--- config.mk ---
export PLATFORM = sky130hd
export DESIGN_NAME = itm_timing
export DESIGN_NICKNAME = d
export VERILOG_FILES = /design/src/itm_pkg.sv /design/src/itm_misalign.sv /design/src/itm_timing.sv
export SDC_FILE = /design/constraint.sdc
export NUM_CORES = 1
export LEC_CHECK = 0
export BUFFER_PORTS_ARGS = -buffer_cell sky130_fd_sc_hd__buf_2
export CORE_ASPECT_RATIO = 1.5
export CORE_UTILIZATION = 25
export CTS_CLUSTER_DIAMETER = 100
export CTS_CLUSTER_SIZE = 25
export DETAILED_ROUTE_END_ITERATION = 8
export GPL_TIMING_DRIVEN = 0
export MAX_ROUTING_LAYER = met4
export PLACE_DENSITY_LB_ADDON = 0.08
export SLEW_MARGIN = 5
export SYNTH_ARGS = -nofsm -noshare
export SYNTH_HDL_FRONTEND = slang
export SYNTH_SLANG_ARGS = --single-unit
--- constraint.sdc ---
create_clock -name sys_clk -period 8.6 [get_ports sys_clk]
set_input_delay 1.72 -clock sys_clk [delete_from_list [all_inputs] [get_ports sys_clk]]
set_output_delay 1.72 -clock sys_clk [all_outputs]
set_load 0.02 [all_outputs]
--- src/itm_pkg.sv ---
/*
 * Shared types and constants for the instruction timing model of the operand
 * execution pipeline. Assumes a single 40 MHz core clock and no software
 * visible registers.
 */
package itm_pkg;

    // Effective addressing mode classes, as seen by the timing model.
    typedef enum logic [3:0] {
        ITM_EA_DREG,
        ITM_EA_AREG,
        ITM_EA_IND,
        ITM_EA_POSTINC,
        ITM_EA_PREDEC,
        ITM_EA_DISP16,
        ITM_EA_INDEX,
        ITM_EA_ABS_W,
        ITM_EA_ABS_L,
        ITM_EA_PC_DISP16,
        ITM_EA_PC_INDEX,
        ITM_EA_IMM
    } itm_ea_e;

    // Operand sizes.
    typedef enum logic [1:0] {
        ITM_SZ_BYTE,
        ITM_SZ_WORD,
        ITM_SZ_LONG
    } itm_size_e;

    // Internal core bus access sizes for the split of an operand reference.
    typedef enum logic [1:0] {
        ITM_BUS_NONE,
        ITM_BUS_BYTE,
        ITM_BUS_WORD,
        ITM_BUS_LONG
    } itm_bus_e;

    // One timing entry C(r/w).
    typedef struct packed {
        logic [5:0] cycles;
        logic [1:0] reads;
        logic [1:0] writes;
    } itm_cost_s;

    // An instruction offered to the operand execution pipeline.
    typedef struct packed {
        itm_ea_e src;
        itm_ea_e dst;
        itm_size_e size;
        logic is_multi_move;
        logic [1:0] src_addr_low;
        logic [1:0] dst_addr_low;
    } itm_instr_s;

    // Up to three aligned accesses for one operand reference.
    typedef struct packed {
        itm_bus_e first;
        itm_bus_e second;
        itm_bus_e third;
    } itm_split_s;

    localparam int ITM_CLK_MHZ = 40;
    localparam int ITM_BUSY_WINDOW = 2;
    localparam logic [1:0] ITM_BUSY_LOAD = 2'h2;
    localparam logic [1:0] ITM_ADDR_HALF = 2'h2;
    localparam int ITM_ODD_BIT = 0;
    localparam logic [5:0] ITM_C1 = 6'h01;
    localparam logic [5:0] ITM_C2 = 6'h02;
    localparam logic [5:0] ITM_C3 = 6'h03;
    localparam logic [5:0] ITM_C4 = 6'h04;
    localparam logic [1:0] ITM_N0 = 2'h0;
    localparam logic [1:0] ITM_N1 = 2'h1;
    localparam logic [1:0] ITM_N2 = 2'h2;
    localparam logic [5:0] ITM_CYC_RESET = 6'h00;

endpackage

--- src/itm_misalign.sv ---
/*
 * Splits one operand reference into aligned internal core bus accesses and
 * gives the extra cost of a misaligned one. Pure combinational; assumes the
 * caller supplies the two low address bits and the operand size.
 */
`timescale 1ns/10ps
`default_nettype none

module itm_misalign
(
    input wire itm_pkg::itm_size_e size,
    input wire logic [1:0] addr_low,
    input wire logic is_write,
    input wire logic active,
    output logic misaligned,
    output itm_pkg::itm_split_s split,
    output itm_pkg::itm_cost_s extra
);

    // Alignment classes; bytes are always aligned.
    wire odd_addr;
    wire half_addr;
    wire word_odd;
    wire long_odd;
    wire long_half;

    assign odd_addr = addr_low[itm_pkg::ITM_ODD_BIT];
    assign half_addr = addr_low == itm_pkg::ITM_ADDR_HALF;
    assign word_odd = active && size == itm_pkg::ITM_SZ_WORD && odd_addr;
    assign long_odd = active && size == itm_pkg::ITM_SZ_LONG && odd_addr;
    assign long_half = active && size == itm_pkg::ITM_SZ_LONG && half_addr;
    assign misaligned = word_odd || long_odd || long_half;

    // Access sequence: byte-byte, byte-word-byte or word-word.
    always_comb
    begin
        split = '{itm_pkg::ITM_BUS_NONE, itm_pkg::ITM_BUS_NONE, itm_pkg::ITM_BUS_NONE};
        if (word_odd)
        begin
            split = '{itm_pkg::ITM_BUS_BYTE, itm_pkg::ITM_BUS_BYTE,
                      itm_pkg::ITM_BUS_NONE};
        end
        else if (long_odd)
        begin
            split = '{itm_pkg::ITM_BUS_BYTE, itm_pkg::ITM_BUS_WORD,
                      itm_pkg::ITM_BUS_BYTE};
        end
        else if (long_half)
        begin
            split = '{itm_pkg::ITM_BUS_WORD, itm_pkg::ITM_BUS_WORD,
                      itm_pkg::ITM_BUS_NONE};
        end
        else if (active)
        begin
            split.first = (size == itm_pkg::ITM_SZ_BYTE) ? itm_pkg::ITM_BUS_BYTE :
                          (size == itm_pkg::ITM_SZ_WORD) ? itm_pkg::ITM_BUS_WORD :
                          itm_pkg::ITM_BUS_LONG;
        end
    end

    // Extra cost of the split, read and write figures differ.
    always_comb
    begin
        extra = '{itm_pkg::ITM_CYC_RESET, itm_pkg::ITM_N0, itm_pkg::ITM_N0};
        if (long_odd && is_write)
        begin
            extra = '{itm_pkg::ITM_C2, itm_pkg::ITM_N0, itm_pkg::ITM_N2};
        end
        else if (long_odd)
        begin
            extra = '{itm_pkg::ITM_C3, itm_pkg::ITM_N2, itm_pkg::ITM_N0};
        end
        else if ((word_odd || long_half) && is_write)
        begin
            extra = '{itm_pkg::ITM_C1, itm_pkg::ITM_N0, itm_pkg::ITM_N1};
        end
        else if (word_odd || long_half)
        begin
            extra = '{itm_pkg::ITM_C2, itm_pkg::ITM_N1, itm_pkg::ITM_N0};
        end
    end

endmodule // itm_misalign

`default_nettype wire

--- src/itm_timing.sv ---
/*
 * Timing model of the operand execution pipeline for move instructions.
 * An instruction is offered with its addressing modes, size and low address
 * bits; the block works out its C(r/w) cost, runs it cycle by cycle and
 * enforces the store-to-store busy window. Assumes the instruction arrives
 * fully decoded with all extension words (no fetch waits) and that operand
 * memory never adds wait states.
 */
`timescale 1ns/10ps
`default_nettype none

// Behaviour
// - Cost given as cycles plus reads/writes.
// - Cycle total covers accesses and internal cycles.
// - Non-multi-move store busies resources two cycles.
// - Later store stalls inside window, max two.
// - Multi-register move ignores the busy window.
// - Word aligned mod 2, long mod 4.
// - Misaligned splits into aligned bus accesses.
// - Misaligned accesses add documented extra cost.
// - PC-relative modes time like An-relative.
// - Short and long absolute time alike.
// - Register-source byte/word move costs.
// - Memory-source byte/word move costs.
// - Immediate byte/word move costs.
// - Long move costs from memory or register.
// - Immediate long move costs.
// - No waiting on instruction fetch pipeline.
module itm_timing
(
    input wire logic sys_clk,
    input wire logic reset,
    input wire logic issue_valid,
    output logic issue_ready,
    input wire itm_pkg::itm_instr_s issue,
    output logic busy,
    output logic store_stall,
    output logic resources_busy,
    output logic unsupported,
    output logic done,
    output itm_pkg::itm_cost_s done_cost,
    output itm_pkg::itm_split_s src_split,
    output itm_pkg::itm_split_s dst_split
);

    typedef enum logic [1:0] {
        ITM_IDLE,
        ITM_RUN
    } itm_state_e;

    // Class helpers; PC-relative folds onto An-relative and both absolute
    // forms fold together, so the tables need only one column each.
    function automatic logic is_reg(input itm_pkg::itm_ea_e ea);
        return ea == itm_pkg::ITM_EA_DREG || ea == itm_pkg::ITM_EA_AREG;
    endfunction

    function automatic logic is_index(input itm_pkg::itm_ea_e ea);
        return ea == itm_pkg::ITM_EA_INDEX || ea == itm_pkg::ITM_EA_PC_INDEX;
    endfunction

    function automatic logic is_disp(input itm_pkg::itm_ea_e ea);
        return ea == itm_pkg::ITM_EA_DISP16 || ea == itm_pkg::ITM_EA_PC_DISP16;
    endfunction

    function automatic logic is_abs(input itm_pkg::itm_ea_e ea);
        return ea == itm_pkg::ITM_EA_ABS_W || ea == itm_pkg::ITM_EA_ABS_L;
    endfunction

    function automatic logic is_simple(input itm_pkg::itm_ea_e ea);
        return ea == itm_pkg::ITM_EA_IND || ea == itm_pkg::ITM_EA_POSTINC ||
               ea == itm_pkg::ITM_EA_PREDEC;
    endfunction

    itm_state_e state;
    logic [5:0] cycles_left;
    logic [1:0] busy_count;
    itm_pkg::itm_cost_s run_cost;
    logic run_store;
    logic run_multi;

    wire itm_pkg::itm_ea_e src;
    wire itm_pkg::itm_ea_e dst;
    wire is_long;
    wire src_reg;
    wire src_imm;
    wire src_mem;
    wire dst_reg;
    wire dst_mem;
    wire dst_idx;
    wire dst_legal;
    wire src_legal;
    wire pair_legal;
    wire is_store;
    wire window_hit;
    wire accept;
    wire src_mis;
    wire dst_mis;
    itm_pkg::itm_cost_s base_cost;
    itm_pkg::itm_cost_s src_extra;
    itm_pkg::itm_cost_s dst_extra;
    itm_pkg::itm_cost_s total_cost;

    assign src = issue.src;
    assign dst = issue.dst;
    assign is_long = issue.size == itm_pkg::ITM_SZ_LONG;
    assign src_reg = is_reg(src);
    assign src_imm = src == itm_pkg::ITM_EA_IMM;
    assign src_mem = !src_reg && !src_imm;
    assign dst_reg = is_reg(dst);
    assign dst_idx = dst == itm_pkg::ITM_EA_INDEX;
    assign dst_mem = !dst_reg;

    // Legal pairs: destinations cannot be PC-relative or immediate; indexed,
    // absolute and immediate sources limit the destination set.
    assign dst_legal = dst_reg || is_simple(dst) || dst == itm_pkg::ITM_EA_DISP16 ||
                       dst_idx || is_abs(dst);
    assign src_legal = src_reg || src_imm || is_simple(src) || is_disp(src) ||
                       is_index(src) || is_abs(src);
    assign pair_legal = dst_legal && src_legal &&
        (src_reg || (is_simple(src) && 1'b1) ||
         (is_disp(src) && !dst_idx && !is_abs(dst)) ||
         ((is_index(src) || is_abs(src) || src_imm) && (dst_reg || is_simple(dst))));

    // Base table cost; memory-source and immediate-to-memory entries sized by operand length.
    always_comb
    begin
        base_cost = '{itm_pkg::ITM_C1, itm_pkg::ITM_N0, itm_pkg::ITM_N0};
        if (src_reg)
        begin
            base_cost.cycles = dst_idx ? itm_pkg::ITM_C2 : itm_pkg::ITM_C1;
            base_cost.writes = dst_mem ? itm_pkg::ITM_N1 : itm_pkg::ITM_N0;
        end
        else if (src_imm)
        begin
            base_cost.cycles = dst_reg ? itm_pkg::ITM_C1 :
                               (is_long ? itm_pkg::ITM_C2 : itm_pkg::ITM_C3);
            base_cost.writes = dst_mem ? itm_pkg::ITM_N1 : itm_pkg::ITM_N0;
        end
        else
        begin
            base_cost.reads = itm_pkg::ITM_N1;
            base_cost.writes = dst_mem ? itm_pkg::ITM_N1 : itm_pkg::ITM_N0;
            if (is_index(src) || dst_idx)
            begin
                base_cost.cycles = is_long ? itm_pkg::ITM_C3 : itm_pkg::ITM_C4;
            end
            else
            begin
                base_cost.cycles = is_long ? itm_pkg::ITM_C2 : itm_pkg::ITM_C3;
            end
        end
    end

    // Misaligned source reads and destination writes add their own cost.
    itm_misalign u_src_mis
    (
        .size(issue.size),
        .addr_low(issue.src_addr_low),
        .is_write(1'b0),
        .active(src_mem),
        .misaligned(src_mis),
        .split(src_split),
        .extra(src_extra)
    );

    itm_misalign u_dst_mis
    (
        .size(issue.size),
        .addr_low(issue.dst_addr_low),
        .is_write(1'b1),
        .active(dst_mem),
        .misaligned(dst_mis),
        .split(dst_split),
        .extra(dst_extra)
    );

    // Total C(r/w); a read-modify-write shows as one read plus one write.
    assign total_cost.cycles = 6'(base_cost.cycles + src_extra.cycles + dst_extra.cycles);
    assign total_cost.reads = 2'(base_cost.reads + src_extra.reads);
    assign total_cost.writes = 2'(base_cost.writes + dst_extra.writes);

    // A store here is any move with a memory destination. The multi-register
    // move uses other resources, so it neither waits nor arms the window.
    assign is_store = dst_mem && !issue.is_multi_move;
    assign window_hit = is_store && busy_count != 2'h0;
    assign resources_busy = busy_count != 2'h0;
    assign unsupported = issue_valid && !pair_legal;

    // A legal issue is taken at once when idle unless a store hits the busy window; no fetch wait is modelled.
    assign issue_ready = state == ITM_IDLE && !window_hit;
    assign store_stall = issue_valid && state == ITM_IDLE && pair_legal && window_hit;
    assign accept = issue_valid && issue_ready && pair_legal;
    assign busy = state == ITM_RUN;

    // Execution sequencer; one state per instruction, counted in cycles.
    // Memory is assumed zero-wait, so no access ever extends a cycle.
    always_ff @(posedge sys_clk)
    begin
        if (reset)
        begin
            state <= ITM_IDLE;
            cycles_left <= itm_pkg::ITM_CYC_RESET;
            run_cost <= '{itm_pkg::ITM_CYC_RESET, itm_pkg::ITM_N0, itm_pkg::ITM_N0};
            run_store <= 1'b0;
            run_multi <= 1'b0;
        end
        else
        begin
            unique case (state)
                ITM_IDLE:
                begin
                    if (accept)
                    begin
                        state <= ITM_RUN;
                        cycles_left <= total_cost.cycles;
                        run_cost <= total_cost;
                        run_store <= dst_mem;
                        run_multi <= issue.is_multi_move;
                    end
                end
                ITM_RUN:
                begin
                    cycles_left <= 6'(cycles_left - 6'h01);
                    if (cycles_left == 6'h01)
                    begin
                        state <= ITM_IDLE;
                    end
                end
            endcase
        end
    end

    // Busy window: loaded after the final store cycle, counts down to zero.
    // A stalled store therefore waits at most two cycles.
    always_ff @(posedge sys_clk)
    begin
        if (reset)
        begin
            busy_count <= 2'h0;
        end
        else if (state == ITM_RUN && cycles_left == 6'h01 && run_store && !run_multi)
        begin
            busy_count <= itm_pkg::ITM_BUSY_LOAD;
        end
        else if (busy_count != 2'h0)
        begin
            busy_count <= 2'(busy_count - 2'h1);
        end
    end

    // Completion report, held one cycle with the cost it ran.
    always_ff @(posedge sys_clk)
    begin
        if (reset)
        begin
            done <= 1'b0;
            done_cost <= '{itm_pkg::ITM_CYC_RESET, itm_pkg::ITM_N0, itm_pkg::ITM_N0};
        end
        else
        begin
            done <= state == ITM_RUN && cycles_left == 6'h01;
            done_cost <= run_cost;
        end
    end

endmodule // itm_timing

`default_nettype wire

; Word level (Yosys, flattened, before mapping)
; Cells that the tools add are included.
[totals]
regBits = 33
latch_bits = 0
ram_bits = 0
romBits = 0
input_bits = 18
output_inout_bits = 28
word_cells = 152
mem_count = 0
[op_classes]
addsub = 6
n_mul = 0
div_mod_pow = 0
n_lt_le_gt_ge = 0
n_eq_ne = 27
shifts = 0
n_mux = 33
bitwise_logic = 0
n_reduce_logical = 73
[ops]
columns = op, count
row1 = two-way mux 6 bit, 9
row2 = "equality test 4 x 3 -> 1 bit, second input constant", 8
row3 = logical AND 1 bit, 28
row4 = logical OR 1 bit, 27
row5 = "equality test 4 bit, second input constant", 5
row6 = two-way mux 10 bit, 2
row7 = two-way mux 2 bit, 10
row8 = "equality test 4 x 2 -> 1 bit, second input constant", 4
row9 = adder 6 bit, 2
row10 = one-hot mux 6 bit (2 select lines), 1
row11 = zero test 1 bit, 9
row12 = "equality test 4 x 1 -> 1 bit, second input constant", 2
row13 = zero test 4 bit, 2
row14 = two-way mux 4 bit, 2
row15 = "equality test 2 bit, second input constant", 3
row16 = "equality test 6 x 1 -> 1 bit, second input constant", 1
row17 = two-way mux 3 bit, 2
row18 = "subtractor 6 x 1 -> 6 bit, second input constant", 1
row19 = two-way mux 1 bit, 5
row20 = two-way mux 5 bit, 1
row21 = "equality test 2 x 1 -> 1 bit, second input constant", 2
row22 = zero test 2 bit, 2
row23 = one-hot mux 2 bit (2 select lines), 1
row24 = AND reduction 2 bit, 2
row25 = 7 further kinds, 8

; Depth between registers and ports, before layout
[logic_depth]
word_depth = 13
ltp_mapped = 12
ltp_nobuf = 11

; Modules after synthesis
; A second synthesis with hierarchy kept.
[unflattened]
hier_cells = 260
hier_area_um2 = 2214.6
[modules_own_cells]
columns = mod, n_inst, cells_per_inst, area_each_um2, seq_area_each_um2
row1 = itm_timing, 1, 196, 1784.2, 640.6
row2 = itm_misalign, 2, 32, 215.2, 0.0

; Worst setup path after synthesis
; No wires, ideal clock.
[synth_timing]
kind = input-to-output
from = input issue[8] (netlist bit)
to = output store_stall
arrival_ns = 3.156
t_required_ns = 6.880
setup_slack_ns = 3.724
path_stages = 5
path_buffers = 1
path_cell_list = nor4_2 -> o22ai_2 -> and2_4 -> buf_4 -> nor4_1
[synth_between]
elab_chain_cells = 11
elab_cells_between_ends = 31
classes_between = eq/ne (8) / reduce/logical (23)
[synth_rtl]
columns = element, line
row1 = from (decl), itm_timing.sv:35  ; input wire itm_pkg::itm_instr_s issue,
row2 = equality test 4 x 2 -> 1 bit, itm_timing.sv:70  ; return ea == itm_pkg::ITM_EA_IND || ea == itm_pkg::ITM_EA_POSTINC ||
row3 = logical OR 1 bit (2 in series), itm_timing.sv:70
row4 = logical OR 1 bit, "itm_timing.sv:115, itm_timing.sv:122"
row5 = logical OR 1 bit (2 in series), itm_timing.sv:115  ; assign dst_legal = dst_reg || is_simple(dst) || dst == itm_pkg::ITM_EA_DISP16 ||
row6 = logical OR 1 bit, itm_timing.sv:116  ; dst_idx || is_abs(dst);
row7 = logical AND 1 bit (2 in series), itm_timing.sv:119  ; assign pair_legal = dst_legal && src_legal &&
row8 = logical AND 1 bit, itm_timing.sv:191  ; assign store_stall = issue_valid && state == ITM_IDLE && pair_legal && window_hit;
row9 = logical AND 1 bit (*), itm_timing.sv:191
row10 = to (decl), itm_timing.sv:37  ; output logic store_stall,
; Every way passes the cells marked *; elsewhere a longest branch is shown, timed or not.

; Final worst setup path
[layout_timing]
from = input issue[10] (netlist bit)
to = output store_stall
; The elaborated chain is that of the path after synthesis.

==> metrics <==
average wire per standard cell 12.9 um; Synth top area share 33.3%; die width 69.0 um; WL final 4310 um; post-CTS setup buffer count 0; Setup Crit Path Kind in -> out; vias in the first global route 1,490; Initial DRC Count 63; DRC Markers 0; Layout Area Growth over Synthesis 22.7%; cell taking the most area after synthesis dfxtp_1; Detail Route Antenna Nets 0; synth top area cells dfxtp_1 33%, nor2_1 7.1%, a21oi_1 5.6%; Worst EP arrival 3090 ps; worst hold path class reg -> reg; fin crit share 55.9%; Netlist cell types 49; Die ar. 0.00708 mm^2; total number of vias 1,533; M1 WL 1830 um; Worst-Margin Slew 640 ps; first-pass GRT wire length 7070 um; cts bufs inserted 3; Syn Area/Cell 8.06 um^2; Port Buf Inserts 41; Fin. Hold Viols 0; largest net degree at the start of global routing 17; Pwr Density 165 mW/mm^2; Initial DRT Pass Iterations 4; Rel. slew slack 57.3%; crit path max fanout 10; Site Rows 36; hold_buf cts 0; I/O pin count 46; asr flop ratio synth 0%; routed length on met3 104 um; Startpoint Class input port; GRT Overall Usage 12.8%; outcome finished, final reports clean; post_cts resized 0; Filler Cell Count 738; max_cap viols 0; starting density of the core 26.0%; Top FF cell, synth dfxtp_1; initial antenna violation count 0; Worst EP required 6880 ps; highest metal used met4; maximum vdd drop 62.4 uV; Slew Viols, Final 0; Static Leak 0.924 nW; final setup violation count 0; Reg2Reg Setup Slack 6690 ps; Via density 4.60; Worst-Skew Late Latency 280 ps; CTS H-tree depth 1; final cell count without fillers 333; f_max 0.208 GHz; share of cells above drive strength 1 27.2%; Die Span Y 103 um; Antenna diodes 0; post-DP HPWL 3390 um; Met2 Wirelength 2330 um; core area 0.00649 mm^2; Crit. End Element output pin; Root Driver clkbuf_8; fin nets 285; Post-Syn Area 0.00168 mm^2; synthesis-stage register bit count 28; clk sinks 28; register area share after synthesis 33.3%; GPL Wtd Cong 0.772; RSZ-0062 raised after global routing no; CTS tree yes; Synth Warn # 0; setup TNS 0 ps; Mapped Cells 209; Worst Clk Skew 2.52 ps; clk buf depth 2; EDFF count, synth 0; clk slew on worst S/H paths 100 ps; grt ovf 0; min Tclk post-route 4810 ps; placed cells 329
==> through the flow <==
step	utilization [%]	power (mW)	worst slack, ps	area (um^2)	hold WS, ps
after detailed placement	30.8	0.241	3760	2000	458
after floorplan	-	0.212	3720	1700	434
after global routing	31.9	0.362	3660	2070	489
after CTS	31.9	0.345	3760	2070	473
final	31.9	0.342	3790	2070	470
after global placement	30.8	0.241	3750	2000	455
==> layer usage <==
metal / up-vias / global-route usage (%)
li1: 805 / -
met1: 698 / 13.5
met2: 28 / 24.9
met4: 0 / 3.77
met3: 2 / 1.27
met5: - / -
==> area by class of cell <==
| cell class | instances | area, um^2 | area share (%) |
|---|---|---|---|
| Buffer | 14 | 87.6 | 4.24 |
| Clock buffer | 3 | 41.3 | 2.00 |
| Clock inverter | 1 | 30.0 | 1.45 |
| Inverter | 9 | 33.8 | 1.63 |
| Multi-Input combinational cell | 161 | 1010 | 49.0 |
| Sequential cell | 28 | 561 | 27.1 |
| Tap cell | 76 | 95.1 | 4.60 |
| Timing Repair Buffer | 41 | 205 | 9.93 |
==> cell families after synthesis <==
group / share of synthesized area (%)
other: 0.223
buffers and inverters: 7.21
AND/OR/NAND/NOR: 27.2
AO/OA/AOI/OAI: 20.4
flip-flops: 33.3
multiplexers: 0.594
adder cells (fa/ha/maj): 8.02
XOR/XNOR: 3.12
==> cells in the mapped netlist (2+ instances only) <==
| cell | number |
|---|---|
| a211oi_1 | 3 |
| a21oi_1 | 19 |
| a221oi_2 | 2 |
| and3_1 | 4 |
| buf_4 | 9 |
| clkbuf_1 | 4 |
| dfxtp_1 | 28 |
| fa_1 | 3 |
| ha_1 | 6 |
| inv_1 | 6 |
| inv_2 | 3 |
| nand2_1 | 20 |
| nand2b_1 | 4 |
| nand3_1 | 2 |
| nor2_1 | 32 |
| nor2b_1 | 13 |
| nor4_1 | 3 |
| o21ai_0 | 4 |
| o21ai_1 | 7 |
| o21ai_2 | 2 |
| o32ai_1 | 3 |
| xnor2_1 | 4 |
| xor2_1 | 2 |
==> path summary, 6_finish.rpt <==
kind                                   from              to  cells past startpoint
worst max-delay path              issue[10]     store_stall                      7
worst min-delay path            run_cost[3]    done_cost[3]                      1
worst max register to register     state[0]  cycles_left[1]                      6
worst min register to register  run_cost[3]    done_cost[3]                      1
==> state kept, by name, summed over array words and instances (netlist names) <==
register	flops
cycles_left	6
done	1
run_multi	1
done_cost	8
run_cost	8
run_store	1
busy_count	2
state	1
==> power breakdown <==
part / internal [mW] / switching [mW] / total, mW
combinational: 0.0373 / 0.0545 / 0.0918
sequential: 0.138 / 0.00689 / 0.145
clock: 0.0624 / 0.0425 / 0.105
==> cells in the final DEF (no fill, tap or decap), drive strengths merged, types with 2 or more instances in the layout <==
cell    count
o21bai      2
conb        4
ha          6
o32ai       3
clkbuf      7
xor2        2
a221oi      3
a21oi      20
xnor2       4
nor2b      13
a211oi      3
o21ai      13
inv         9
nand2      20
nor2       32
dfxtp      28
fa          3
and2        2
nand3       2
nor4        4
nand2b      4
buf        51
nor3        2
and3        4
==> critical path, stage by stage <==
cell	delay (ps)
buf_2	140
a211oi_1	260
o22ai_2	150
and2_4	190
buf_4	170
nor4_1	240
buf_2	200
No activity file was read; power rests on OpenSTA's default activity.
